$ cat src/fsi_pkg.sv
// Constants and types for the flash interface state controller
package fsi_pkg;

  // ****************************************
  // Interface states, one-hot
  // ****************************************
  typedef enum logic [17:0] {
    ST_PWR_UP   = 18'h00001,
    ST_STANDBY  = 18'h00002,
    ST_INSTR    = 18'h00004,
    ST_SIN      = 18'h00008,
    ST_SLAT     = 18'h00010,
    ST_SOUT     = 18'h00020,
    ST_DIN      = 18'h00040,
    ST_DLAT     = 18'h00080,
    ST_DOUT     = 18'h00100,
    ST_QIN      = 18'h00200,
    ST_QLAT     = 18'h00400,
    ST_QOUT     = 18'h00800,
    ST_XIN      = 18'h01000,
    ST_XLAT     = 18'h02000,
    ST_XOUT     = 18'h04000,
    ST_RST_BUSY = 18'h08000,
    ST_SLEEP    = 18'h10000,
    ST_WAKE     = 18'h20000
  } fsi_state_t;

  // ****************************************
  // Command formats, codes and pin masks
  // ****************************************
  localparam logic [2:0] FMT_NONE  = 3'h0;
  localparam logic [2:0] FMT_WRITE = 3'h1;
  localparam logic [2:0] FMT_SREAD = 3'h2;
  localparam logic [2:0] FMT_DREAD = 3'h3;
  localparam logic [2:0] FMT_QREAD = 3'h4;
  localparam logic [2:0] FMT_XREAD = 3'h5;
  localparam logic [7:0] CMD_DEEP_SLEEP = 8'hB9;
  localparam logic [7:0] CMD_RELEASE    = 8'hAB;
  localparam logic [7:0] IDLE_FILL      = 8'hFF;
  localparam logic [3:0] OE_NONE   = 4'h0;
  localparam logic [3:0] OE_SINGLE = 4'h2;
  localparam logic [3:0] OE_DUAL   = 4'h3;
  localparam logic [3:0] OE_QUAD   = 4'hF;
  localparam logic [3:0] BYTE_BITS = 4'h8;
  localparam logic [7:0] INSTR_CYC_SPI = 8'h08;
  localparam logic [7:0] INSTR_CYC_QPI = 8'h02;
  localparam int IDX_DATA3 = 3;

  // ****************************************
  // Clock in MHz, timing in ns, and sizes
  // ****************************************
  localparam int CLK_MHZ         = 125;
  localparam int NS_PER_US       = 1000;
  localparam int POWER_UP_NS     = 300000;
  localparam int RESET_PULSE_NS  = 200;
  localparam int RESET_BUSY_NS   = 35000;
  localparam int RESET_HOLD_NS   = 50;
  localparam int WAKE_NS         = 3000;
  localparam int TIMER_W         = 24;
  localparam int RCNT_W          = 16;
  localparam int FIFO_W          = 8;
  localparam int FIFO_D          = 16;

endpackage

$ cat src/fsi_iface_states.sv
// Flash serial interface state controller with its read data FIFO
`timescale 1ns/10ps
// Behaviour
// - Low supply: ignore all commands
// - Power-up interval: silent, then enter standby
// - Data3 resets only outside quad or CS high
// - Reset pulse, busy time, hold, then standby
// - CS high: standby, ignore all but reset
// - CS fall in standby starts instruction capture
// - Deep sleep accepted only when not busy
// - Asleep: only release command, wake delay
// - Data1 floats in idle and input states
// - Output states drive one, two, four lines
// - Latency data is ignored by the device
// - DDR latency may float; we float
// - Each command framed by CS low

// ****************************************
// Read data FIFO
// ****************************************
module fsi_fifo #(
  parameter int W = 8,
  parameter int D = 16
) (
  input  wire logic         mclk,      // System clock
  input  wire logic         reset,     // Async reset
  input  wire logic         in_valid,  // Write request
  input  wire logic [W-1:0] in_data,   // Write word
  output logic              in_ready,  // Room left
  output logic              out_valid, // Word available
  output logic [W-1:0]      out_data,  // Head word
  input  wire logic         out_ready  // Pop head
);
  localparam int AW = $clog2(D);
  typedef struct packed {
    logic [D-1:0][W-1:0] mem;
    logic [AW-1:0]       wp;
    logic [AW-1:0]       rp;
    logic [AW:0]         cnt;
  } fsi_fifo_q_t;

  fsi_fifo_q_t q;
  fsi_fifo_q_t next_q;
  logic        push;
  logic        pop;

  if (D < 2 || (1 << AW) != D)
  begin : g_chk
    $error("FIFO depth must be a power of two");
  end

  assign in_ready  = q.cnt != (AW+1)'(D);
  assign out_valid = q.cnt != '0;
  assign out_data  = q.mem[q.rp];

  always_comb
  begin
    next_q = q;
    push   = in_valid && in_ready;
    pop    = out_ready && out_valid;
    if (push)
    begin
      next_q.mem[q.wp] = in_data;
      next_q.wp        = q.wp + 1'b1;
    end
    if (pop)
      next_q.rp = q.rp + 1'b1;
    if (push && !pop)
      next_q.cnt = q.cnt + 1'b1;
    else if (pop && !push)
      next_q.cnt = q.cnt - 1'b1;
  end

  always_ff @(posedge mclk or posedge reset)
  begin
    if (reset)
      q <= '0;
    else
      q <= next_q;
  end
endmodule

// ****************************************
// Interface state controller
// ****************************************
module fsi_iface_states #(
  parameter int CLK_MHZ        = fsi_pkg::CLK_MHZ,
  parameter int POWER_UP_NS    = fsi_pkg::POWER_UP_NS,
  parameter int RESET_PULSE_NS = fsi_pkg::RESET_PULSE_NS,
  parameter int RESET_BUSY_NS  = fsi_pkg::RESET_BUSY_NS,
  parameter int RESET_HOLD_NS  = fsi_pkg::RESET_HOLD_NS,
  parameter int WAKE_NS        = fsi_pkg::WAKE_NS,
  parameter int FIFO_DEPTH     = fsi_pkg::FIFO_D
) (
  input  wire logic       mclk,              // System clock
  input  wire logic       reset,             // Async reset
  input  wire logic       supply_good,       // Core supply above cut-off
  input  wire logic       sck,               // Serial clock pin
  input  wire logic       cs_n,              // Chip select pin
  input  wire logic [3:0] pin_in,            // data3_or_reset_n..serial_in_data0
  output logic      [3:0] pin_out,           // Pin output levels
  output logic      [3:0] pin_oe,            // Pin drive enables
  input  wire logic       reset_enable,      // Data3 may reset
  input  wire logic       quad_mode,         // config_one_volatile quad bit
  input  wire logic       all_quad_protocol, // config_two_volatile bit
  input  wire logic       write_in_progress, // status_one_volatile bit 0
  input  wire logic [2:0] cmd_fmt,           // Format of instr
  input  wire logic [7:0] addr_cycles,       // Address cycles of instr
  input  wire logic [7:0] latency_cycles,    // Latency cycles of instr
  output logic      [7:0] instr,             // Last instruction
  output logic      [7:0] rx_data,           // Received byte
  output logic            rx_valid,          // Byte pulse
  input  wire logic       tx_valid,          // Read data offered
  input  wire logic [7:0] tx_data,           // Read data byte
  output logic            tx_ready,          // FIFO has room
  output fsi_pkg::fsi_state_t state,         // Interface state
  output logic            deep_sleep         // In deep sleep
);
  function automatic int cyc(input int ns, input bit up);
    int v;
    v = up ? (ns * CLK_MHZ + fsi_pkg::NS_PER_US - 1) / fsi_pkg::NS_PER_US
           : (ns * CLK_MHZ) / fsi_pkg::NS_PER_US;
    return (v < 1) ? 1 : v;
  endfunction

  localparam int PU_CYC  = cyc(POWER_UP_NS, 1'b1);
  localparam int RP_CYC  = cyc(RESET_PULSE_NS, 1'b1);
  localparam int RPH_CYC = cyc(RESET_BUSY_NS, 1'b1);
  localparam int RH_CYC  = cyc(RESET_HOLD_NS, 1'b1);
  localparam int RES_CYC = cyc(WAKE_NS, 1'b1);
  localparam int TW      = fsi_pkg::TIMER_W;
  localparam int RW      = fsi_pkg::RCNT_W;

  if (PU_CYC >= (1 << TW) || RPH_CYC >= (1 << TW) || RES_CYC >= (1 << TW)
      || RP_CYC >= (1 << RW) || RH_CYC >= (1 << RW))
  begin : g_chk
    $error("Timing parameter too large for counters");
  end

  typedef struct packed {
    logic [2:0]          sck_s;
    logic [2:0]          cs_s;
    logic [3:0]          io_a;
    logic [3:0]          io_b;
    logic [1:0]          sup_s;
    fsi_pkg::fsi_state_t st;
    logic [TW-1:0]       timer;
    logic [RW-1:0]       rcnt;
    logic                rlvl;
    logic [7:0]          pc;
    logic                wr;
    logic [7:0]          rxsh;
    logic [3:0]          rbits;
    logic [7:0]          rx_data;
    logic                rx_valid;
    logic [7:0]          instr;
    logic [7:0]          txsh;
    logic [3:0]          tbits;
    logic [3:0]          dout;
    logic                sleep_arm;
    logic                wake_arm;
    logic                asleep;
  } fsi_q_t;

  fsi_q_t     q;
  fsi_q_t     next_q;
  logic       fifo_pop;
  logic       fifo_valid;
  logic [7:0] fifo_data;
  logic       rise;
  logic       fall;
  logic       cs_high;
  logic       cs_rise;
  logic       cs_fall;
  logic       rst_gate;
  logic       rst_fire;

  fsi_fifo #(
    .W (fsi_pkg::FIFO_W),
    .D (FIFO_DEPTH)
  ) u_fifo (
    .mclk      (mclk),
    .reset     (reset),
    .in_valid  (tx_valid),
    .in_data   (tx_data),
    .in_ready  (tx_ready),
    .out_valid (fifo_valid),
    .out_data  (fifo_data),
    .out_ready (fifo_pop)
  );

  // Edges seen only after two-flop synchronisers
  assign rise     = q.sck_s[1] & ~q.sck_s[2];
  assign fall     = ~q.sck_s[1] & q.sck_s[2];
  assign cs_high  = q.cs_s[1];
  assign cs_rise  = q.cs_s[1] & ~q.cs_s[2];
  assign cs_fall  = ~q.cs_s[1] & q.cs_s[2];
  assign rst_gate = reset_enable && (!(quad_mode || all_quad_protocol) || cs_high);
  assign rst_fire = rst_gate && !q.io_b[fsi_pkg::IDX_DATA3] && q.rcnt >= RW'(RP_CYC - 1)
                    && q.st != fsi_pkg::ST_PWR_UP && q.st != fsi_pkg::ST_RST_BUSY;

  always_comb
  begin
    logic [3:0] w;
    logic [7:0] word;
    logic [7:0] ilim;
    next_q          = q;
    w               = 4'h4;
    word            = q.txsh;
    ilim            = all_quad_protocol ? fsi_pkg::INSTR_CYC_QPI : fsi_pkg::INSTR_CYC_SPI;
    fifo_pop        = 1'b0;
    next_q.sck_s    = {q.sck_s[1:0], sck};
    next_q.cs_s     = {q.cs_s[1:0], cs_n};
    next_q.io_a     = pin_in;
    next_q.io_b     = q.io_a;
    next_q.sup_s    = {q.sup_s[0], supply_good};
    next_q.rx_valid = 1'b0;
    next_q.rlvl     = q.io_b[fsi_pkg::IDX_DATA3];
    if (q.io_b[fsi_pkg::IDX_DATA3] != q.rlvl)
      next_q.rcnt = '0;
    else if (q.rcnt != '1)
      next_q.rcnt = q.rcnt + 1'b1;

    case (q.st)
      fsi_pkg::ST_INSTR: w = all_quad_protocol ? 4'h4 : 4'h1;
      fsi_pkg::ST_SIN, fsi_pkg::ST_SOUT: w = 4'h1;
      fsi_pkg::ST_DIN, fsi_pkg::ST_DOUT: w = 4'h2;
      default: w = 4'h4;
    endcase

    // Capture on rising edges, DDR input on both; latency cycles skipped
    if ((rise && (q.st == fsi_pkg::ST_INSTR || q.st == fsi_pkg::ST_SIN || q.st == fsi_pkg::ST_DIN
        || q.st == fsi_pkg::ST_QIN || q.st == fsi_pkg::ST_XIN)) || (fall && q.st == fsi_pkg::ST_XIN))
    begin
      if (w == 4'h1)
        next_q.rxsh = {q.rxsh[6:0], q.io_b[0]};
      else if (w == 4'h2)
        next_q.rxsh = {q.rxsh[5:0], q.io_b[1:0]};
      else
        next_q.rxsh = {q.rxsh[3:0], q.io_b};
      next_q.rbits = q.rbits + w;
      if (next_q.rbits == fsi_pkg::BYTE_BITS)
      begin
        next_q.rbits    = '0;
        next_q.rx_data  = next_q.rxsh;
        next_q.rx_valid = !q.asleep;
        if (q.st == fsi_pkg::ST_INSTR)
          next_q.instr = next_q.rxsh;
      end
    end

    // Shift out on falling edges, DDR output on both
    if ((fall && (q.st == fsi_pkg::ST_SOUT || q.st == fsi_pkg::ST_DOUT || q.st == fsi_pkg::ST_QOUT
        || q.st == fsi_pkg::ST_XOUT)) || (rise && q.st == fsi_pkg::ST_XOUT))
    begin
      if (q.tbits == '0)
      begin
        // Starved FIFO sends fill rather than stalling the host clock
        word     = fifo_valid ? fifo_data : fsi_pkg::IDLE_FILL;
        fifo_pop = fifo_valid;
      end
      next_q.txsh  = word << w;
      next_q.tbits = ((q.tbits == '0) ? fsi_pkg::BYTE_BITS : q.tbits) - w;
      if (w == 4'h1)
        next_q.dout = {2'b00, word[7], 1'b0};
      else if (w == 4'h2)
        next_q.dout = {2'b00, word[7:6]};
      else
        next_q.dout = word[7:4];
    end

    case (q.st)
      fsi_pkg::ST_PWR_UP:
      begin
        next_q.timer = q.timer - 1'b1;
        if (q.timer == '0)
          next_q.st = fsi_pkg::ST_STANDBY;
      end
      fsi_pkg::ST_STANDBY, fsi_pkg::ST_SLEEP:
      begin
        if (cs_fall)
        begin
          next_q.st    = fsi_pkg::ST_INSTR;
          next_q.pc    = '0;
          next_q.rbits = '0;
          next_q.wr    = 1'b0;
        end
      end
      fsi_pkg::ST_INSTR:
      begin
        if (rise)
          next_q.pc = q.pc + 1'b1;
        if (q.pc == ilim)
        begin
          next_q.pc    = '0;
          next_q.rbits = '0;
          next_q.tbits = '0;
          next_q.st    = fsi_pkg::ST_STANDBY;
          if (q.asleep)
            next_q.wake_arm = q.instr == fsi_pkg::CMD_RELEASE;
          else if (q.instr == fsi_pkg::CMD_DEEP_SLEEP)
            next_q.sleep_arm = !write_in_progress;
          else
          begin
            case (cmd_fmt)
              fsi_pkg::FMT_WRITE:
              begin
                next_q.st = fsi_pkg::ST_SIN;
                next_q.wr = 1'b1;
              end
              fsi_pkg::FMT_SREAD: next_q.st = fsi_pkg::ST_SIN;
              fsi_pkg::FMT_DREAD: next_q.st = fsi_pkg::ST_DIN;
              fsi_pkg::FMT_QREAD: next_q.st = fsi_pkg::ST_QIN;
              fsi_pkg::FMT_XREAD: next_q.st = fsi_pkg::ST_XIN;
              default: next_q.st = fsi_pkg::ST_STANDBY;
            endcase
            if (cmd_fmt >= fsi_pkg::FMT_SREAD && cmd_fmt <= fsi_pkg::FMT_XREAD && addr_cycles == '0)
              next_q.st = after_addr(next_q.st);
          end
        end
      end
      fsi_pkg::ST_SIN, fsi_pkg::ST_DIN, fsi_pkg::ST_QIN, fsi_pkg::ST_XIN:
      begin
        if (rise)
        begin
          next_q.pc = q.pc + 1'b1;
          if (!q.wr && next_q.pc == addr_cycles)
          begin
            next_q.st = after_addr(q.st);
            next_q.pc = '0;
          end
        end
      end
      fsi_pkg::ST_SLAT, fsi_pkg::ST_DLAT, fsi_pkg::ST_QLAT, fsi_pkg::ST_XLAT:
      begin
        if (rise)
        begin
          next_q.pc = q.pc + 1'b1;
          if (next_q.pc == latency_cycles)
            next_q.st = out_of(q.st);
        end
      end
      fsi_pkg::ST_RST_BUSY:
      begin
        if (q.timer != '0)
          next_q.timer = q.timer - 1'b1;
        else if (q.io_b[fsi_pkg::IDX_DATA3] && q.rcnt >= RW'(RH_CYC))
          next_q.st = fsi_pkg::ST_STANDBY;
      end
      fsi_pkg::ST_WAKE:
      begin
        next_q.timer = q.timer - 1'b1;
        if (q.timer == '0)
        begin
          next_q.st     = fsi_pkg::ST_STANDBY;
          next_q.asleep = 1'b0;
        end
      end
      default: next_q.st = q.st;
    endcase

    // CS rise ends any command, whatever phase it reached
    if (cs_rise && q.st != fsi_pkg::ST_PWR_UP && q.st != fsi_pkg::ST_RST_BUSY
        && q.st != fsi_pkg::ST_WAKE && q.st != fsi_pkg::ST_SLEEP)
    begin
      // Arms decided in this same cycle still count
      next_q.st        = fsi_pkg::ST_STANDBY;
      if (next_q.wake_arm)
      begin
        next_q.st    = fsi_pkg::ST_WAKE;
        next_q.timer = TW'(RES_CYC - 1);
      end
      else if (next_q.sleep_arm || q.asleep)
      begin
        next_q.st     = fsi_pkg::ST_SLEEP;
        next_q.asleep = 1'b1;
      end
      next_q.sleep_arm = 1'b0;
      next_q.wake_arm  = 1'b0;
    end
    if (rst_fire)
    begin
      next_q.st        = fsi_pkg::ST_RST_BUSY;
      next_q.timer     = TW'(RPH_CYC - 1);
      next_q.asleep    = 1'b0;
      next_q.sleep_arm = 1'b0;
      next_q.wake_arm  = 1'b0;
    end
    if (!q.sup_s[1])
    begin
      next_q.st        = fsi_pkg::ST_PWR_UP;
      next_q.timer     = TW'(PU_CYC - 1);
      next_q.asleep    = 1'b0;
      next_q.sleep_arm = 1'b0;
      next_q.wake_arm  = 1'b0;
      next_q.rx_valid  = 1'b0;
    end
  end

  function automatic fsi_pkg::fsi_state_t out_of(input fsi_pkg::fsi_state_t s);
    case (s)
      fsi_pkg::ST_SIN, fsi_pkg::ST_SLAT: return fsi_pkg::ST_SOUT;
      fsi_pkg::ST_DIN, fsi_pkg::ST_DLAT: return fsi_pkg::ST_DOUT;
      fsi_pkg::ST_QIN, fsi_pkg::ST_QLAT: return fsi_pkg::ST_QOUT;
      default: return fsi_pkg::ST_XOUT;
    endcase
  endfunction

  function automatic fsi_pkg::fsi_state_t after_addr(input fsi_pkg::fsi_state_t s);
    if (latency_cycles == '0)
      return out_of(s);
    case (s)
      fsi_pkg::ST_SIN: return fsi_pkg::ST_SLAT;
      fsi_pkg::ST_DIN: return fsi_pkg::ST_DLAT;
      fsi_pkg::ST_QIN: return fsi_pkg::ST_QLAT;
      default: return fsi_pkg::ST_XLAT;
    endcase
  endfunction

  always_ff @(posedge mclk or posedge reset)
  begin
    if (reset)
    begin
      q       <= '0;
      q.st    <= fsi_pkg::ST_PWR_UP;
      q.timer <= TW'(PU_CYC - 1);
      q.sck_s <= '0;
      q.cs_s  <= 3'h7;
    end
    else
      q <= next_q;
  end

  // ****************************************
  // Pin drive
  // ****************************************
  always_comb
  begin
    case (q.st)
      fsi_pkg::ST_SOUT: pin_oe = fsi_pkg::OE_SINGLE;
      fsi_pkg::ST_DOUT: pin_oe = fsi_pkg::OE_DUAL;
      fsi_pkg::ST_QOUT, fsi_pkg::ST_XOUT: pin_oe = fsi_pkg::OE_QUAD;
      default: pin_oe = fsi_pkg::OE_NONE;
    endcase
  end

  assign pin_out    = q.dout;
  assign instr      = q.instr;
  assign rx_data    = q.rx_data;
  assign rx_valid   = q.rx_valid;
  assign state      = q.st;
  assign deep_sleep = q.asleep;
endmodule

$ cat config.mk
export PLATFORM = sky130hd
export DESIGN_NAME = fsi_iface_states
export DESIGN_NICKNAME = d
export VERILOG_FILES = /design/src/fsi_pkg.sv /design/src/fsi_iface_states.sv
export SDC_FILE = /design/constraint.sdc
export NUM_CORES = 1
export LEC_CHECK = 0
export BUFFER_PORTS_ARGS = -buffer_cell sky130_fd_sc_hd__buf_2
export CORE_ASPECT_RATIO = 2
export CORE_MARGIN = 1.5
export CORE_UTILIZATION = 47
export CTS_BUF_LIST = sky130_fd_sc_hd__clkbuf_16
export DETAILED_ROUTE_END_ITERATION = 7
export GPL_ROUTABILITY_DRIVEN = 0
export PLACE_DENSITY = 0.61
export SYNTH_ARGS = -nofsm -noshare
export SYNTH_HDL_FRONTEND = slang
export SYNTH_SLANG_ARGS = --single-unit
$ cat constraint.sdc
create_clock -name mclk -period 21.8 [get_ports mclk]
set_input_delay 1.09 -clock mclk [delete_from_list [all_inputs] [get_ports mclk]]
set_output_delay 1.09 -clock mclk [all_outputs]
set_load 0.1 [all_outputs]
# After elaboration in Yosys (flattened, before gate mapping)
# Cells that the tools add are included.
[totals] regBits=272 input_bits=41 output_inout_bits=45 elab_cells=294
[op_classes] addsub=9 order_cmp=7 eq_ne=60 shift=1 mux=98 bitwise=8 reduce_logical=70
[ops] cell="$mux 18" n=21
[ops] cell="$bwmux 128" n=1
[ops] cell="$mux 42" n=3
[ops] cell="$pmux 18 s6" n=1
[ops] cell="$mux 8" n=12
[ops] cell="$pmux 15 s3" n=2
[ops] cell="$pmux 14 s3" n=2
[ops] cell="$pmux 13 s4" n=1
[ops] cell="$mux 24" n=2
[ops] cell="$pmux 24 s2" n=1
[ops] cell="$mux 21" n=2
[ops] cell="$ne 5x5->1 const B" n=8
[ops] cell="$eq 18x10->1 const B" n=2
[ops] cell="$eq 18x11->1 const B" n=2
[ops] cell="$eq 18x4->1 const B" n=2
[ops] cell="$eq 18x5->1 const B" n=2
[ops] cell="$eq 18x7->1 const B" n=2
[ops] cell="$eq 18x8->1 const B" n=2
[ops] cell="$bmux 8 s4" n=1
[ops] cell="$demux 8 s4" n=1
[ops] cell="$mux 16" n=2
[ops] cell="$mux 4" n=8
[ops] cell="$pmux 8 s4" n=1
[ops] cell="$logic_not 24->1" n=1
[ops] cell="74 further kinds" n=171

# Depth between registers and ports, before layout
[depth] word_depth=20 mapped_depth=16 depth_no_buf=14

# Hierarchy
# From an unflattened synthesis, not the netlist that was laid out.
[hier_totals] cells_unflattened=1369 hier_area_um2=14908.0
[by_module_without_submodules] module="fsi_iface_states" instances=1 cells_per_inst=895 area_each_um2=8086.5 seq_area_each_um2=3294.4
[by_module_without_submodules] module="fsi_fifo" instances=1 cells_per_inst=474 area_each_um2=6821.5 seq_area_each_um2=3528.4

# Worst setup path before layout
# No wires, ideal clock.
[synth_timing] path_kind="flip-flop to output port" from="register q (netlist bit state[4])" to="output pin_oe[3]" arrival_ns=4.130 required_time_ns=20.710 slack_ns=16.580 stages_incl_launch_ff=7 n_path_buf=2 path_cell_list="dfrtp_1 > buf_6 > or4_4 > nor3_4 > nand3_1 > o21ai_0 > buf_4"
[synth_via] elab_chain_cells=3 word_cells_on_any_way=6 cone_classes="eq/ne (4); mux (1); reduce/logical (1)"
[synth_lines] item="start: declaration" line="fsi_iface_states.sv:165" text="fsi_q_t q;"
[synth_lines] item="start signal: assignment" line="fsi_iface_states.sv:431" text="q <= next_q;"
[synth_lines] item="$eq 18x12->1 / $eq 18x15->1 (equally long branches)" line="fsi_iface_states.sv:439" text="case (q.st)"
[synth_lines] item="$reduce_or 2->1" line="fsi_iface_states.sv:439"
[synth_lines] item="$pmux 4 s3 *" line="fsi_iface_states.sv:439"
[synth_lines] item="end: declaration" line="fsi_iface_states.sv:102" text="output logic [3:0] pin_oe,"
# Mark *: on every way between the ends. The rest lies on a longest branch, timed or not.

# Final worst setup path
[layout_timing] from="register q (netlist bit state[10])" to="register q (netlist bit instr[0])"
[layout_via] elab_chain_cells=8 word_cells_on_any_way=22 cone_classes="add/sub (1); eq/ne (9); mux (2); reduce/logical (10)"
[layout_lines] item="branches (longest 8 deep; another with $add 4x4->4)"
# Several ways; the timed one is not identified.
# A chain may end at the register's enable or synchronous reset.

==> metrics <==
status finished clean; Avg WL per Cell a little over 20 um; total power between 1.5 and 2 mW; vias in the first global route roughly 11000; Vias/cell 5.95; Synth Flop Type dfrtp_1; Worst-path clk slew 0.06 ns; H-tree levels 1; hold crit path type reg -> reg; initial DRC count roughly 900; PortBufs between 80 and 90; gr usage total between 20% and 30%; RSZ-0062 raised after global routing false; total CTS buffers 26; Die H between 200 and 300 um; slowest cell on the critical path or4_1; pin count of the biggest net entering global routing ~140; fin crit share roughly 25%; Critical Path AT just under 6 ns; Final Skew ~0.02 ns; static leakage about 7.1 nW; FFs w/ async S/R, synth 100%; Crit. End Element register; post-synthesis net count 1422; Pwr Density ~100 nW/um2; Synth area leaders dfrtp_1, mux2_2, mux4_2, nand2_1, xnor2_1; Area growth, synth to finish 8.99%; top-area cell type share of the netlist area 43.6%; Hold Violations, Final 0; CTS tree built; CTS resizes 0; Post-synth EDFFs 0; most frequent cells in the layout dfrtp_1, mux2_2, nand2_1, nor2_1, buf_2; IO Pins 86; fin util roughly half; register area share after synthesis 45.9%; final wirelength roughly 37000 um; global-route wire length before repair 59600 um; initial antenna violation count 1; share of cells above drive strength 1 25.6%; most common cell after layout, fill and taps aside dfrtp_1; Reg2Reg Depth 12; Detail Placement HPWL 26000 um; Worst-Margin Slew between 1 and 1.5 ns; Ys Warns 0; ANT nets after route 0; Yosys reg bits 272; max-slew violations 0; Syn Area/Cell between 10 and 15 um2; startpoint types register; number of post-CTS setup repair buffers 0; CTS Hold Bufs 0; Max Cap Violations 0; Die W 129 um; relative slew slack between 15 and 20%; Req. time, crit path 22.23 ns; grt ovf 0; router iterations before antenna repair 5; FMAX ~0.18 GHz; CP max FO 22; Via Count roughly 11000; Syn Inst Count about 1400; Tmin final between 5 and 6 ns; Clk Latency, worst-skew pair roughly 0.56 ns; setup_tns 0 ns; synthesized cell area about 15000 um2; Max Root-Sink Buffers 3; Final nets between 1000 and 1500; CTS Root Cell clkbuf_16; WS Path Type reg -> reg; residual DRC count 0; Initial Utilization roughly 48%; Die ar. approximately 33000 um2; core area between 30000 and 40000 um2; clk sinks around 270; Core Rows 92; Final Setup Violations 0; CP peak stage delay 0.66 ns; Unique masters post-synth 87; Synth area leader dfrtp_1; Max VDD drop 0.0000787 V; Hold Path Stages 0; crit path cell chain nor4_1 > nand2_1 > or4_1 > o211a_1 > inv_1 > nor2_1 > ha_1 > a21oi_1 > xnor2_1 > nor4b_1 > nand3_1 > mux2_2
worst max-delay path: cells and delay by family (launching register included):
kind | cells | cell delay (ns)
compound gates | 2 | 0.49
xor+xnor | 1 | 0.16
fa+ha+maj | 1 | 0.36
buf+inv | 1 | 0.50
flops | 1 | 0.47
mux | 1 | 0.42
simple gates | 6 | 2.88
final cells by class:
class / instances / area [um2]
Fill cell: 2859 / 15100
Multi-Input combinational cell: 949 / 7340
Sequential cell: 272 / 6820
Clock buffer: 26 / 651
Tap cell: 423 / 529
Timing Repair Buffer: 94 / 493
Clock inverter: 22 / 249
Inverter: 31 / 124
Antenna cell: 1 / 2.50
per-stage QoR:
| step | setup WS (ns) | std cells | hold WS, ns | area [um2] |
|---|---|---|---|---|
| finish | 16.39 | 1818 | 0.349 | 16200 |
| floorplan | 13.24 | 1358 | 0.331 | 14900 |
| global route | 16.01 | 1818 | 0.354 | 16200 |
| CTS | 16.42 | 1817 | 0.350 | 16200 |
| detailed placement | 16.42 | 1769 | 0.336 | 15300 |
| global placement | 16.69 | 1769 | 0.334 | 15300 |
report_power, final:
| group | internal (mW) | switching [mW] | leakage (nW) | total (mW) |
|---|---|---|---|---|
| clock | 0.278 | 0.203 | 0.446 | 0.481 |
| sequential | 0.644 | 0.0836 | 3.42 | 0.727 |
| combinational | 0.217 | 0.218 | 3.22 | 0.435 |
| total | 1.14 | 0.505 | 7.09 | 1.64 |
state kept, by name, summed over array words and instances, names as in the netlist:
name	count
deep_sleep	1
q	81
u_fifo.q	141
rx_data	8
state	18
next_q	9
instr	8
rx_valid	1
pin_out	4
cs_high	1
routing by layer:
layer / part of all wire [%] / track usage (%) / up-vias
li1: - / - / 4965
met1: 43 / 30.9 / 5360
met2: 48 / 38.0 / 385
met3: 6.0 / 3.25 / 100
met4: 3.6 / 9.31 / 0
met5: 0 / 0 / -
cell usage after synthesis (12+ instances only):
library cell  count
a21oi_1          47
xnor2_1          46
nor2_1           85
mux2i_1          14
nand2_1         109
inv_1            31
and2_1           13
clkbuf_1         38
mux4_2           38
o21ai_0          65
dfrtp_1         259
mux2_2          136
xor2_1           22
nor3_1           25
a22o_1           12
nand3_1          56
dfstp_2          13
buf_2            12
buf_4            42
nand4_1          34
nor2b_1          16
ha_1             20
nor4_1           24
worst paths after layout:
path,endpoint,start,slack [ns]
max,instr[0],state[10],16.39
min,q[118],next_q[118],0.35
max reg2reg,instr[0],state[10],16.39
min reg2reg,q[118],next_q[118],0.35
max in group asynchronous,q[52],reset,19.37
min in group asynchronous,u_fifo.q[1],reset,0.69
cell families after synthesis:
group	count (synthesis)	synth area share [%]
simple gates	455	16.4
fa+ha+maj	23	2.09
compound gates	215	9.79
buf+inv	137	4.83
flops	272	45.9
xor+xnor	68	4.00
mux	188	17.0
(Power assumes the default switching activity.)
